## src/rtl/tcd_params.svh

```systemverilog
// offsets, field positions, reset values and command codes of the thermometer command decoder
`ifndef TCD_PARAMS_SVH
`define TCD_PARAMS_SVH

// ----------------------------------------------------------------
// apb register byte offsets
// ----------------------------------------------------------------
`define TCD_OFS_CTRL 12'h000
`define TCD_OFS_ID_LO 12'h004
`define TCD_OFS_ID_HI 12'h008
`define TCD_OFS_STATUS 12'h00c
`define TCD_OFS_TRIG 12'h010

// ----------------------------------------------------------------
// field positions
// ----------------------------------------------------------------
`define TCD_CTRL_PARASITE 0
`define TCD_STAT_RECALL_BUSY 12
`define TCD_STAT_CONV_BUSY 13
`define TCD_STAT_CMD_LSB 16

// ----------------------------------------------------------------
// reset values
// ----------------------------------------------------------------
`define TCD_CTRL_RESET 32'h0000_0000
`define TCD_ID_RESET 64'h0000_0000_0000_0000
`define TCD_SPAD_RESET 72'h00_ff_ff_00_00_00_00_00_00

// ----------------------------------------------------------------
// rom level command codes
// ----------------------------------------------------------------
`define TCD_ROM_READ 8'h33
`define TCD_ROM_MATCH 8'h55
`define TCD_ROM_SKIP 8'hcc
`define TCD_ROM_SEARCH 8'hf0
`define TCD_ROM_ALARM_SEARCH 8'hec

// ----------------------------------------------------------------
// function command codes
// ----------------------------------------------------------------
`define TCD_FN_CONVERT 8'h44
`define TCD_FN_WRITE_SPAD 8'h4e
`define TCD_FN_READ_SPAD 8'hbe
`define TCD_FN_COPY 8'h48
`define TCD_RELOAD_TRIGGERS_CMD 8'hb8
`define TCD_FN_POWER_QUERY 8'hb4

// ----------------------------------------------------------------
// sizes and counts
// ----------------------------------------------------------------
`define TCD_ID_BITS 7'd64
`define TCD_SPAD_BYTES 4'd9
`define TCD_SPAD_TH 4'd2
`define TCD_SPAD_TL 4'd3
`define TCD_SPAD_TEMP_LO 4'd0
`define TCD_SPAD_TEMP_HI 4'd1
`define TCD_SPAD_CRC 4'd8

`endif

```

## src/rtl/tcd_pkg.sv

```systemverilog
// types shared by the thermometer command decoder files
package tcd_pkg;

	// ----------------------------------------------------------------
	// decoder states, one-hot
	// ----------------------------------------------------------------
	typedef enum logic [8:0] {
		TCD_ST_WAIT_RESET = 9'h001, // silent until next bus reset
		TCD_ST_ROM = 9'h002, // receiving rom command
		TCD_ST_READ_ID = 9'h004, // sending identifier
		TCD_ST_MATCH = 9'h008, // comparing identifier
		TCD_ST_FUNC = 9'h010, // receiving function command
		TCD_ST_READ_SPAD = 9'h020, // sending scratchpad
		TCD_ST_WRITE_SPAD = 9'h040, // receiving trigger bytes
		TCD_ST_STATUS = 9'h080, // answering busy status
		TCD_ST_POWER = 9'h100 // answering power mode
	} tcd_state_t;

	// which operation a status read slot reports
	typedef enum logic [1:0] {
		TCD_SEL_CONV = 2'b01,
		TCD_SEL_RECALL = 2'b10
	} tcd_stat_sel_t;

endpackage

```

## src/rtl/tcd_decoder.sv

```systemverilog
// command layer of a single line thermometer slave with apb register access
//
// Summary of operation
// read rom sends whole 64-bit identifier
// match rom compares 64 bits, exact match addresses
// mismatch ignores bus until next reset
// skip rom addresses device without identifier
// master avoids multi-slave skip then read
// alarm search only with alarm flag set
// master reinitialises after each alarm search
// convert starts conversion, result into bytes 0-1
// master strong pullup during parasite conversion
// external supply: status 0 busy, 1 done
// write scratchpad bytes go to bytes 2, 3
// master sends both bytes before reset
// read scratchpad sends bytes 0 through 8
// reset abandons scratchpad read at any point
// copy writes trigger bytes to nonvolatile store
// master strong pullup 10 ms during copy
// reload triggers, status 0 busy, 1 done
// trigger reload runs automatically at power-up
// power query: parasite pulls low, else high
// master quiet during strong pullup
// master starts every slot except presence
// order: reset, rom command, function command
// all bytes least significant bit first
// rom commands are 8 bits, five defined
// undefined command waits for next reset
// bus reset returns decoder to rom stage
//
// Local design decisions: register access over APB and the register offsets.
`timescale 1ns/100ps
`include "tcd_params.svh"

module tcd_decoder (
	input wire logic pclk,
	input wire logic presetn,
	input wire logic psel,
	input wire logic penable,
	input wire logic pwrite,
	input wire logic [11:0] paddr,
	input wire logic [31:0] pwdata,
	output logic [31:0] prdata,
	output logic pready,
	output logic pslverr,
	input wire logic bus_reset,
	input wire logic wr_bit_valid,
	input wire logic wr_bit,
	input wire logic rd_slot,
	output logic rd_bit,
	input wire logic alarm_flag,
	output logic search_start,
	output logic search_alarm,
	output logic conv_start,
	input wire logic conv_busy,
	input wire logic temp_valid,
	input wire logic [15:0] temp_data,
	output logic copy_start,
	output logic [7:0] copy_th,
	output logic [7:0] copy_tl,
	input wire logic [7:0] nv_th,
	input wire logic [7:0] nv_tl,
	input wire logic [7:0] crc_in,
	output tcd_pkg::tcd_state_t dec_state
);
	import tcd_pkg::*;

	// ----------------------------------------------------------------
	// declarations
	// ----------------------------------------------------------------
	logic [31:0] ctrl; // control, bit 0 parasite mode
	logic [63:0] dev_id; // device identifier
	logic [7:0] last_cmd; // last decoded command code
	tcd_state_t state; // decoder state
	tcd_state_t next_state;
	tcd_stat_sel_t stat_sel; // operation reported in status slots
	logic [7:0] rx_byte; // receive shift register
	logic [6:0] bit_cnt; // bits seen in current field
	logic [3:0] byte_cnt; // bytes done in current transfer
	logic id_miss; // identifier mismatch seen
	logic [7:0] tx_byte; // transmit shift register
	logic [1:0] recall_step; // 0 idle, 1 byte 2, 2 byte 3
	logic temp_lo_pend; // temperature low byte not yet stored
	logic temp_hi_pend; // temperature high byte not yet stored
	logic [15:0] temp_q; // held temperature result
	logic [7:0] th_q; // mirror of scratchpad byte 2
	logic [7:0] tl_q; // mirror of scratchpad byte 3
	logic mem_we;
	logic [3:0] mem_waddr;
	logic [7:0] mem_wdata;
	logic [3:0] mem_raddr;
	logic [7:0] mem_rdata;
	logic [7:0] rx_full; // byte including the bit arriving now
	logic byte_done; // eighth bit arriving now
	logic spad_wr; // trigger byte from the line this cycle
	logic next_rd_bit;
	logic recall_busy;
	logic parasite;
	logic setup;
	logic [31:0] next_prdata;
	logic next_pslverr;

	assign parasite = ctrl[`TCD_CTRL_PARASITE];
	assign recall_busy = (recall_step != 2'd0);
	assign rx_full = {wr_bit, rx_byte[7:1]};
	assign byte_done = wr_bit_valid && (bit_cnt[2:0] == 3'd7);
	assign spad_wr = (state == TCD_ST_WRITE_SPAD) && byte_done;
	assign dec_state = state;

	// ----------------------------------------------------------------
	// scratchpad store
	// ----------------------------------------------------------------
	tcd_spad_mem u_spad (
		.pclk(pclk),
		.presetn(presetn),
		.wr_en(mem_we),
		.wr_addr(mem_waddr),
		.wr_data(mem_wdata),
		.rd_addr(mem_raddr),
		.rd_data(mem_rdata)
	);

	// prefetch the byte after the one being sent, byte 0 otherwise
	assign mem_raddr = (state == TCD_ST_READ_SPAD) ? byte_cnt + 4'd1 : 4'd0;

	// write arbiter: line data, then reload, then temperature
	always_comb begin
		mem_we = 1'b1;
		mem_waddr = 4'd0;
		mem_wdata = 8'h00;
		if (spad_wr) begin
			mem_waddr = (byte_cnt == 4'd0) ? `TCD_SPAD_TH : `TCD_SPAD_TL;
			mem_wdata = rx_full;
		end else if (recall_step == 2'd1) begin
			mem_waddr = `TCD_SPAD_TH;
			mem_wdata = nv_th;
		end else if (recall_step == 2'd2) begin
			mem_waddr = `TCD_SPAD_TL;
			mem_wdata = nv_tl;
		end else if (temp_lo_pend) begin
			mem_waddr = `TCD_SPAD_TEMP_LO;
			mem_wdata = temp_q[7:0];
		end else if (temp_hi_pend) begin
			mem_waddr = `TCD_SPAD_TEMP_HI;
			mem_wdata = temp_q[15:8];
		end else begin
			mem_we = 1'b0;
		end
	end

	// trigger mirrors follow every write to bytes 2 and 3
	always_ff @(posedge pclk or negedge presetn) begin
		if (!presetn) begin
			th_q <= 8'hff;
			tl_q <= 8'hff;
		end else if (mem_we && mem_waddr == `TCD_SPAD_TH) begin
			th_q <= mem_wdata;
		end else if (mem_we && mem_waddr == `TCD_SPAD_TL) begin
			tl_q <= mem_wdata;
		end
	end

	// ----------------------------------------------------------------
	// temperature capture and trigger reload
	// ----------------------------------------------------------------
	// result held until both bytes are stored; a new result wins
	always_ff @(posedge pclk or negedge presetn) begin
		if (!presetn) begin
			temp_q <= 16'h0000;
			temp_lo_pend <= 1'b0;
			temp_hi_pend <= 1'b0;
		end else if (temp_valid) begin
			temp_q <= temp_data;
			temp_lo_pend <= 1'b1;
			temp_hi_pend <= 1'b1;
		end else if (mem_we && mem_waddr == `TCD_SPAD_TEMP_LO && temp_lo_pend) begin
			temp_lo_pend <= 1'b0;
		end else if (mem_we && mem_waddr == `TCD_SPAD_TEMP_HI && temp_hi_pend) begin
			temp_hi_pend <= 1'b0;
		end
	end

	// reload starts by itself out of reset, or on command
	always_ff @(posedge pclk or negedge presetn) begin
		if (!presetn) begin
			recall_step <= 2'd1;
		end else if (recall_step == 2'd1 && !spad_wr) begin
			recall_step <= 2'd2;
		end else if (recall_step == 2'd2 && !spad_wr) begin
			recall_step <= 2'd0;
		end else if (state == TCD_ST_FUNC && byte_done
			&& rx_full == `TCD_RELOAD_TRIGGERS_CMD) begin
			recall_step <= 2'd1;
		end
	end

	// ----------------------------------------------------------------
	// command state machine
	// ----------------------------------------------------------------
	always_comb begin
		next_state = state;
		unique case (state)
			TCD_ST_WAIT_RESET: begin
				next_state = state;
			end
			TCD_ST_ROM: begin
				if (byte_done) begin
					unique case (rx_full)
						`TCD_ROM_READ: next_state = TCD_ST_READ_ID;
						`TCD_ROM_MATCH: next_state = TCD_ST_MATCH;
						`TCD_ROM_SKIP: next_state = TCD_ST_FUNC;
						default: next_state = TCD_ST_WAIT_RESET;
					endcase
				end
			end
			TCD_ST_READ_ID: begin
				if (rd_slot && bit_cnt == `TCD_ID_BITS - 7'd1) begin
					next_state = TCD_ST_FUNC;
				end
			end
			TCD_ST_MATCH: begin
				if (wr_bit_valid && bit_cnt == `TCD_ID_BITS - 7'd1) begin
					if (id_miss || wr_bit != dev_id[63]) begin
						next_state = TCD_ST_WAIT_RESET;
					end else begin
						next_state = TCD_ST_FUNC;
					end
				end
			end
			TCD_ST_FUNC: begin
				if (byte_done) begin
					unique case (rx_full)
						`TCD_FN_CONVERT: next_state = TCD_ST_STATUS;
						`TCD_FN_WRITE_SPAD: next_state = TCD_ST_WRITE_SPAD;
						`TCD_FN_READ_SPAD: next_state = TCD_ST_READ_SPAD;
						`TCD_RELOAD_TRIGGERS_CMD: next_state = TCD_ST_STATUS;
						`TCD_FN_POWER_QUERY: next_state = TCD_ST_POWER;
						default: next_state = TCD_ST_WAIT_RESET;
					endcase
				end
			end
			TCD_ST_WRITE_SPAD: begin
				if (spad_wr && byte_cnt == 4'd1) begin
					next_state = TCD_ST_WAIT_RESET;
				end
			end
			TCD_ST_READ_SPAD, TCD_ST_STATUS, TCD_ST_POWER: begin
				next_state = state; // left only by a bus reset
			end
		endcase
		if (bus_reset) begin
			next_state = TCD_ST_ROM;
		end
	end

	// state register, silent until the first bus reset
	always_ff @(posedge pclk or negedge presetn) begin
		if (!presetn) begin
			state <= TCD_ST_WAIT_RESET;
		end else begin
			state <= next_state;
		end
	end

	// bit and byte counters, cleared on every state change
	always_ff @(posedge pclk or negedge presetn) begin
		if (!presetn) begin
			bit_cnt <= 7'd0;
			byte_cnt <= 4'd0;
		end else if (next_state != state || bus_reset) begin
			bit_cnt <= 7'd0;
			byte_cnt <= 4'd0;
		end else if (wr_bit_valid || (rd_slot && state == TCD_ST_READ_ID)) begin
			bit_cnt <= bit_cnt + 7'd1;
			if (byte_done) begin
				byte_cnt <= byte_cnt + 4'd1;
			end
		end else if (rd_slot && state == TCD_ST_READ_SPAD) begin
			bit_cnt <= bit_cnt + 7'd1;
			if (bit_cnt[2:0] == 3'd7 && byte_cnt < `TCD_SPAD_BYTES) begin
				byte_cnt <= byte_cnt + 4'd1;
			end
		end
	end

	// receive shifter, lsb arrives first
	always_ff @(posedge pclk or negedge presetn) begin
		if (!presetn) begin
			rx_byte <= 8'h00;
		end else if (wr_bit_valid) begin
			rx_byte <= rx_full;
		end
	end

	// identifier compare, one bit per write slot
	always_ff @(posedge pclk or negedge presetn) begin
		if (!presetn) begin
			id_miss <= 1'b0;
		end else if (state != TCD_ST_MATCH) begin
			id_miss <= 1'b0;
		end else if (wr_bit_valid && wr_bit != dev_id[bit_cnt[5:0]]) begin
			id_miss <= 1'b1;
		end
	end

	// transmit shifter for the scratchpad, byte 8 is the crc
	always_ff @(posedge pclk or negedge presetn) begin
		if (!presetn) begin
			tx_byte <= 8'hff;
		end else if (state == TCD_ST_FUNC && next_state == TCD_ST_READ_SPAD) begin
			tx_byte <= mem_rdata;
		end else if (state == TCD_ST_READ_SPAD && rd_slot) begin
			if (bit_cnt[2:0] != 3'd7) begin
				tx_byte <= {1'b1, tx_byte[7:1]};
			end else if (byte_cnt + 4'd1 == `TCD_SPAD_CRC) begin
				tx_byte <= crc_in;
			end else begin
				tx_byte <= mem_rdata;
			end
		end
	end

	// last command and the operation that status slots report
	always_ff @(posedge pclk or negedge presetn) begin
		if (!presetn) begin
			last_cmd <= 8'h00;
			stat_sel <= TCD_SEL_CONV;
		end else if (byte_done && (state == TCD_ST_ROM || state == TCD_ST_FUNC)) begin
			last_cmd <= rx_full;
			stat_sel <= (rx_full == `TCD_FN_CONVERT) ? TCD_SEL_CONV : TCD_SEL_RECALL;
		end
	end

	// ----------------------------------------------------------------
	// one cycle command pulses, the search_alarm qualifier and the copy bytes to the neighbouring engines
	// ----------------------------------------------------------------
	always_ff @(posedge pclk or negedge presetn) begin
		if (!presetn) begin
			search_start <= 1'b0;
			search_alarm <= 1'b0;
			conv_start <= 1'b0;
			copy_start <= 1'b0;
			copy_th <= 8'h00;
			copy_tl <= 8'h00;
		end else begin
			search_start <= state == TCD_ST_ROM && byte_done && !bus_reset
				&& (rx_full == `TCD_ROM_SEARCH
				|| (rx_full == `TCD_ROM_ALARM_SEARCH && alarm_flag));
			search_alarm <= rx_full == `TCD_ROM_ALARM_SEARCH;
			conv_start <= state == TCD_ST_FUNC && byte_done && !bus_reset
				&& rx_full == `TCD_FN_CONVERT;
			copy_start <= state == TCD_ST_FUNC && byte_done && !bus_reset
				&& rx_full == `TCD_FN_COPY;
			copy_th <= th_q;
			copy_tl <= tl_q;
		end
	end

	// ----------------------------------------------------------------
	// level offered to the next read slot
	// ----------------------------------------------------------------
	always_comb begin
		next_rd_bit = 1'b1; // released line reads as 1
		unique case (state)
			TCD_ST_READ_ID: next_rd_bit = dev_id[bit_cnt[5:0]];
			TCD_ST_READ_SPAD: next_rd_bit = (byte_cnt < `TCD_SPAD_BYTES) ? tx_byte[0] : 1'b1;
			TCD_ST_STATUS: begin
				if (stat_sel == TCD_SEL_CONV) begin
					next_rd_bit = parasite || !conv_busy;
				end else begin
					next_rd_bit = !recall_busy;
				end
			end
			TCD_ST_POWER: next_rd_bit = !parasite;
			TCD_ST_WAIT_RESET, TCD_ST_ROM, TCD_ST_MATCH, TCD_ST_FUNC,
			TCD_ST_WRITE_SPAD: next_rd_bit = 1'b1;
		endcase
	end

	always_ff @(posedge pclk or negedge presetn) begin
		if (!presetn) begin
			rd_bit <= 1'b1;
		end else begin
			rd_bit <= next_rd_bit;
		end
	end

	// ----------------------------------------------------------------
	// apb slave, no wait states, read data taken in setup
	// ----------------------------------------------------------------
	assign setup = psel && !penable;
	assign pready = 1'b1;

	// software writes, at the access edge only
	always_ff @(posedge pclk or negedge presetn) begin
		if (!presetn) begin
			ctrl <= `TCD_CTRL_RESET;
			dev_id <= `TCD_ID_RESET;
		end else if (psel && penable && pwrite) begin
			unique case (paddr)
				`TCD_OFS_CTRL: ctrl <= {31'h0, pwdata[`TCD_CTRL_PARASITE]};
				`TCD_OFS_ID_LO: dev_id[31:0] <= pwdata;
				`TCD_OFS_ID_HI: dev_id[63:32] <= pwdata;
				default: ctrl <= ctrl;
			endcase
		end
	end

	// read mux and error decode
	always_comb begin
		next_prdata = 32'h0000_0000;
		next_pslverr = 1'b0;
		unique case (paddr)
			`TCD_OFS_CTRL: next_prdata = ctrl;
			`TCD_OFS_ID_LO: next_prdata = dev_id[31:0];
			`TCD_OFS_ID_HI: next_prdata = dev_id[63:32];
			`TCD_OFS_STATUS: begin
				next_prdata[8:0] = state;
				next_prdata[`TCD_STAT_RECALL_BUSY] = recall_busy;
				next_prdata[`TCD_STAT_CONV_BUSY] = conv_busy;
				next_prdata[`TCD_STAT_CMD_LSB +: 8] = last_cmd;
			end
			`TCD_OFS_TRIG: next_prdata[15:0] = {tl_q, th_q};
			default: next_pslverr = 1'b1;
		endcase
	end

	always_ff @(posedge pclk or negedge presetn) begin
		if (!presetn) begin
			prdata <= 32'h0000_0000;
			pslverr <= 1'b0;
		end else if (setup) begin
			prdata <= pwrite ? 32'h0000_0000 : next_prdata;
			pslverr <= next_pslverr;
		end
	end

endmodule

```

## src/rtl/tcd_spad_mem.sv

```systemverilog
// nine byte scratchpad store with registered read data
`timescale 1ns/100ps
`include "tcd_params.svh"

module tcd_spad_mem (
	input wire logic pclk,
	input wire logic presetn,
	input wire logic wr_en,
	input wire logic [3:0] wr_addr,
	input wire logic [7:0] wr_data,
	input wire logic [3:0] rd_addr,
	output logic [7:0] rd_data
);

	// ----------------------------------------------------------------
	// storage
	// ----------------------------------------------------------------
	logic [71:0] mem; // byte n at bits 8n+7:8n

	// write port, reset to defined contents
	always_ff @(posedge pclk or negedge presetn) begin
		if (!presetn) begin
			mem <= `TCD_SPAD_RESET;
		end else if (wr_en && wr_addr < `TCD_SPAD_BYTES) begin
			mem[wr_addr*8 +: 8] <= wr_data;
		end
	end

	// registered read, out of range reads as zero
	always_ff @(posedge pclk or negedge presetn) begin
		if (!presetn) begin
			rd_data <= 8'h00;
		end else if (rd_addr < `TCD_SPAD_BYTES) begin
			rd_data <= mem[rd_addr*8 +: 8];
		end else begin
			rd_data <= 8'h00;
		end
	end

endmodule

```

## config.mk

```make
export PLATFORM = sky130hd
export DESIGN_NAME = tcd_decoder
export DESIGN_NICKNAME = d
export VERILOG_FILES = /design/src/rtl/tcd_pkg.sv /design/src/rtl/tcd_decoder.sv /design/src/rtl/tcd_spad_mem.sv
export VERILOG_INCLUDE_DIRS = /design/src /design/src/rtl
export SDC_FILE = /design/constraint.sdc
export NUM_CORES = 1
export LEC_CHECK = 0
export ABC_AREA = 1
export BUFFER_PORTS_ARGS = -buffer_cell sky130_fd_sc_hd__buf_4
export CORE_MARGIN = 4
export CORE_UTILIZATION = 40
export CTS_CLUSTER_DIAMETER = 200
export DETAILED_ROUTE_END_ITERATION = 12
export PLACE_DENSITY = 0.59
export SYNTH_ARGS = -nofsm -noshare
export SYNTH_HDL_FRONTEND = slang
export SYNTH_SLANG_ARGS = --single-unit
```

## constraint.sdc

```tcl
create_clock -name pclk -period 4.5 [get_ports pclk]
set_input_delay 0.45 -clock pclk [delete_from_list [all_inputs] [get_ports pclk]]
set_output_delay 0.45 -clock pclk [all_outputs]
set_load 0.05 [all_outputs]
```

==> results_dict.tcl <==
set metrics [dict create \
    die_h_um 196 \
    crit_chain "ha_1 -> nand2_2 -> nor2_8 -> nand3_1 -> o21ai_1 -> ha_1 -> clkinv_1 -> nand3_1 -> o22ai_1" \
    swShare_pct 27.0 \
    die-width_um 196 \
    finalNetCount 1974 \
    fin_crit_ns 3.46 \
    finalHoldViolCount 0 \
    power_frac_clock_pct 43.3 \
    synth_cells 1762 \
    final_area_sq_um 16700 \
    synth_edf_count 0 \
    syn_area_sq_um 14100 \
    ant_nets 0 \
    ctsResizeCount 0 \
    p_leak_nw 8.10 \
    wl_met2_um 18900 \
    synth-warning-count 0 \
    synthArstFlopShare_pct 100 \
    synth.most_common_cell "nand2_1" \
    grt_max_degree 113 \
    drc_errors 0 \
    avgSynthCellArea_sq_um 8.01 \
    yosysTopAreaCell "dfrtp_1" \
    die-area_sq_um 38300 \
    grt.total_usage_pct 21.9 \
    setup_viol 0 \
    endpoint "u_spad.mem[30]" \
    crit_slowest_cell "dfrtp_1" \
    top_layer "met4" \
    slew_headroom_pct 26.6 \
    wl_met1_um 19700 \
    yosysTopAreaCellShare_pct 42.0 \
    drtPass1Iterations 7 \
    power_frac_seq_pct 44.2 \
    p_per_area_nw_per_um2 379 \
    synthTopCellsByArea "dfrtp_1 42%, nand2_1 11%, o21ai_0 10%" \
    vdd_drop_max_mv 0.327 \
    totalWireLength_um 42700 \
    cp_max_fo 15 \
    synthFlopType "dfrtp_1" \
    grt_pass1_wl_um 68000 \
    port_buffers 158 \
    gp_congestion 0.895 \
    p_comb_share_pct 12.6 \
    p_sw_mw 1.71 \
    dr_wl_met3_um 3370 \
    p_int_mw 4.62 \
    core_sq_um 34600 \
    worst_pin_slew_ns 1.10 \
    r2r_cells 9 \
    r2r_slack_ns 1.04 \
    total_power_mw 6.33 \
    worstPathRequired_ns 4.93 \
    critPathCaptureType "flop" \
    antennaDiodeCount 0 \
    clk_path_buf_depth 3 \
    utilization_pct 48.2 \
    synthToLayoutAreaGrowth_pct 18.4 \
    placed_area_sq_um 15600 \
    timing.rr.start "bit_cnt[2]" \
    dp_hpwl_um 31000 \
    ctsHtreeMaxLevel 1 \
    rows 68 \
    antenna_found_initial 0 \
    hold_ws_ns 0.0822 \
    path_clk_slew_ns 0.07 \
    cap_viol_max_count 0 \
    skew_ns 0.0171 \
    cp-startpoint "bit_cnt[2]" \
    drive_gt1_share_pct 17.1 \
    cts_tree "yes" \
    io_pins 160 \
    vias 12500 \
    drtIter0Drc 931 \
    achievable-frequency_mhz 289 \
    cp.arrival_ns 3.89 \
    status "complete, no violations" \
    timing.rr.end "u_spad.mem[30]" \
    cts.sinks 281 \
    start_util_pct 40.7 \
    period_share_pct 76.9 \
    place_ws_ns 1.14 \
    overflow 0 \
    finalWorstSetupSlack_ns 1.04 \
    critPathKind "reg2reg" \
    start_kind "flop" \
    via_per_inst 5.32 \
    yosysSeqAreaShare_pct 50.2 \
    rsz0062_at_grt "false" \
    grt_pass1_vias 12100 \
    clk_latency_ns 0.57 \
    hold_path.class "in2reg" \
    synth_nets 1873 \
    cpPeakStageDelay_ns 0.68 \
    layout.cells.non_filler 2343 \
    cts-root-buf "clkbuf_16" \
    synth.distinct_cells 48 \
    slew_violations 0 \
    post_drt_wl_per_cell_um 18.2 \
    min_from "temp_data[7]" \
    cts_buffers 31 \
    synthTopCellsByCount "401 x nand2_1, 283 x o21ai_0, 237 x dfrtp_1, 210 x inv_1, 93 x clkbuf_1" \
    ys_ff_latch 281 \
    dpl.cell_count 2284 \
    fin_setup_tns_ns 0 \
]
-- placed cells by master (no fill, tap or decap), types with 7 or more instances in the layout --
master and n:
nor2_4 9, a32o_1 7, nor4_1 7, buf_4 170, nand3_1 83, nand2_1 400, clkbuf_16 31, nand4_1 16
o21ai_0 283, clkinv_2 7, a31oi_1 8, nor3_1 19, dfrtp_1 237, nor2_1 91, nand3_2 7, dfstp_2 44
o21ai_1 17, inv_1 210, inv_2 10, o22ai_1 31, o211ai_1 36, a21oi_1 68, ha_1 15
-- metal layers --
layer,track usage (%),vias up
met1,31.9,5975
met3,4.79,51
li1,-,5999
met2,34.1,434
met4,4.37,0
met5,0,-
-- worst max-delay path, delay by kind of cell, from the launching register on --
kind	cells	cell delay (ns)
adders and majority gates	2	0.85
AOI/OAI and AO/OA	2	0.41
buffers and inverters	1	0.41
DFF	1	0.68
and+or+nand+nor	4	0.96
-- sequential cells by signal (all words and copies together), names as in the netlist, 4 cells and up --
register,count
tx_byte,8
copy_th,8
last_cmd,8
th_q,8
dev_id,64
prdata,32
tl_q,8
temp_q,16
bit_cnt,7
u_spad.rd_data,8
dec_state,9
rx_byte,7
copy_tl,8
byte_cnt,4
u_spad.mem,72
-- worst min-delay path by stage --
stage | cells after the start | slack (ns) | to
after global routing | 3 | 0.07 | temp_q[7]
final | 3 | 0.08 | temp_q[7]
after CTS | 3 | 0.07 | temp_q[7]
after floorplan | 0 | 0.15 | bit_cnt[0]
after global placement | 0 | 0.36 | u_spad.mem[48]
after detailed placement | 0 | 0.36 | u_spad.mem[63]
-- cell families (layout without fill, tap and decap cells) --
kind of cell             after synthesis  after routing  share of synthesized area (%)
XOR/XNOR                               5              5                          0.310
AND/OR/NAND/NOR                      657            657                           20.5
buffers and inverters                331            457                           9.05
other                                  1              1                         0.0266
AO/OA/AOI/OAI                        472            472                           18.5
flip-flops                           281            281                           50.2
adder cells (fa/ha/maj)               15             15                           1.33
-- repair_timing --
item / 4_1_cts / 5_1_grt
buffers inserted: 0 / 0
setup endpoints to repair: 0 / 0
hold buffers: 1 / 0
hold endpoints to repair: 6 / 0
-- power groups by stage --
stage          clock, mW  combinational, mW  sequential (mW)
6_report            2.74              0.797             2.80
5_1_grt             2.91              0.885             2.82
4_1_cts             2.79              0.800             2.80
3_5_place_dp           0              0.796             2.84
3_3_place_gp           0              0.788             2.84
2_1_floorplan          0              0.372             2.91
-- cell type report --
type | count | area, sq um
Clock inverter | 19 | 265
Clock buffer | 39 | 836
Sequential cell | 281 | 7090
Tap cell | 455 | 569
Fill cell | 3384 | 17900
Inverter | 225 | 847
Multi-Input combinational cell | 1150 | 5750
Timing Repair Buffer | 174 | 1340
(Power assumes the default switching activity.)
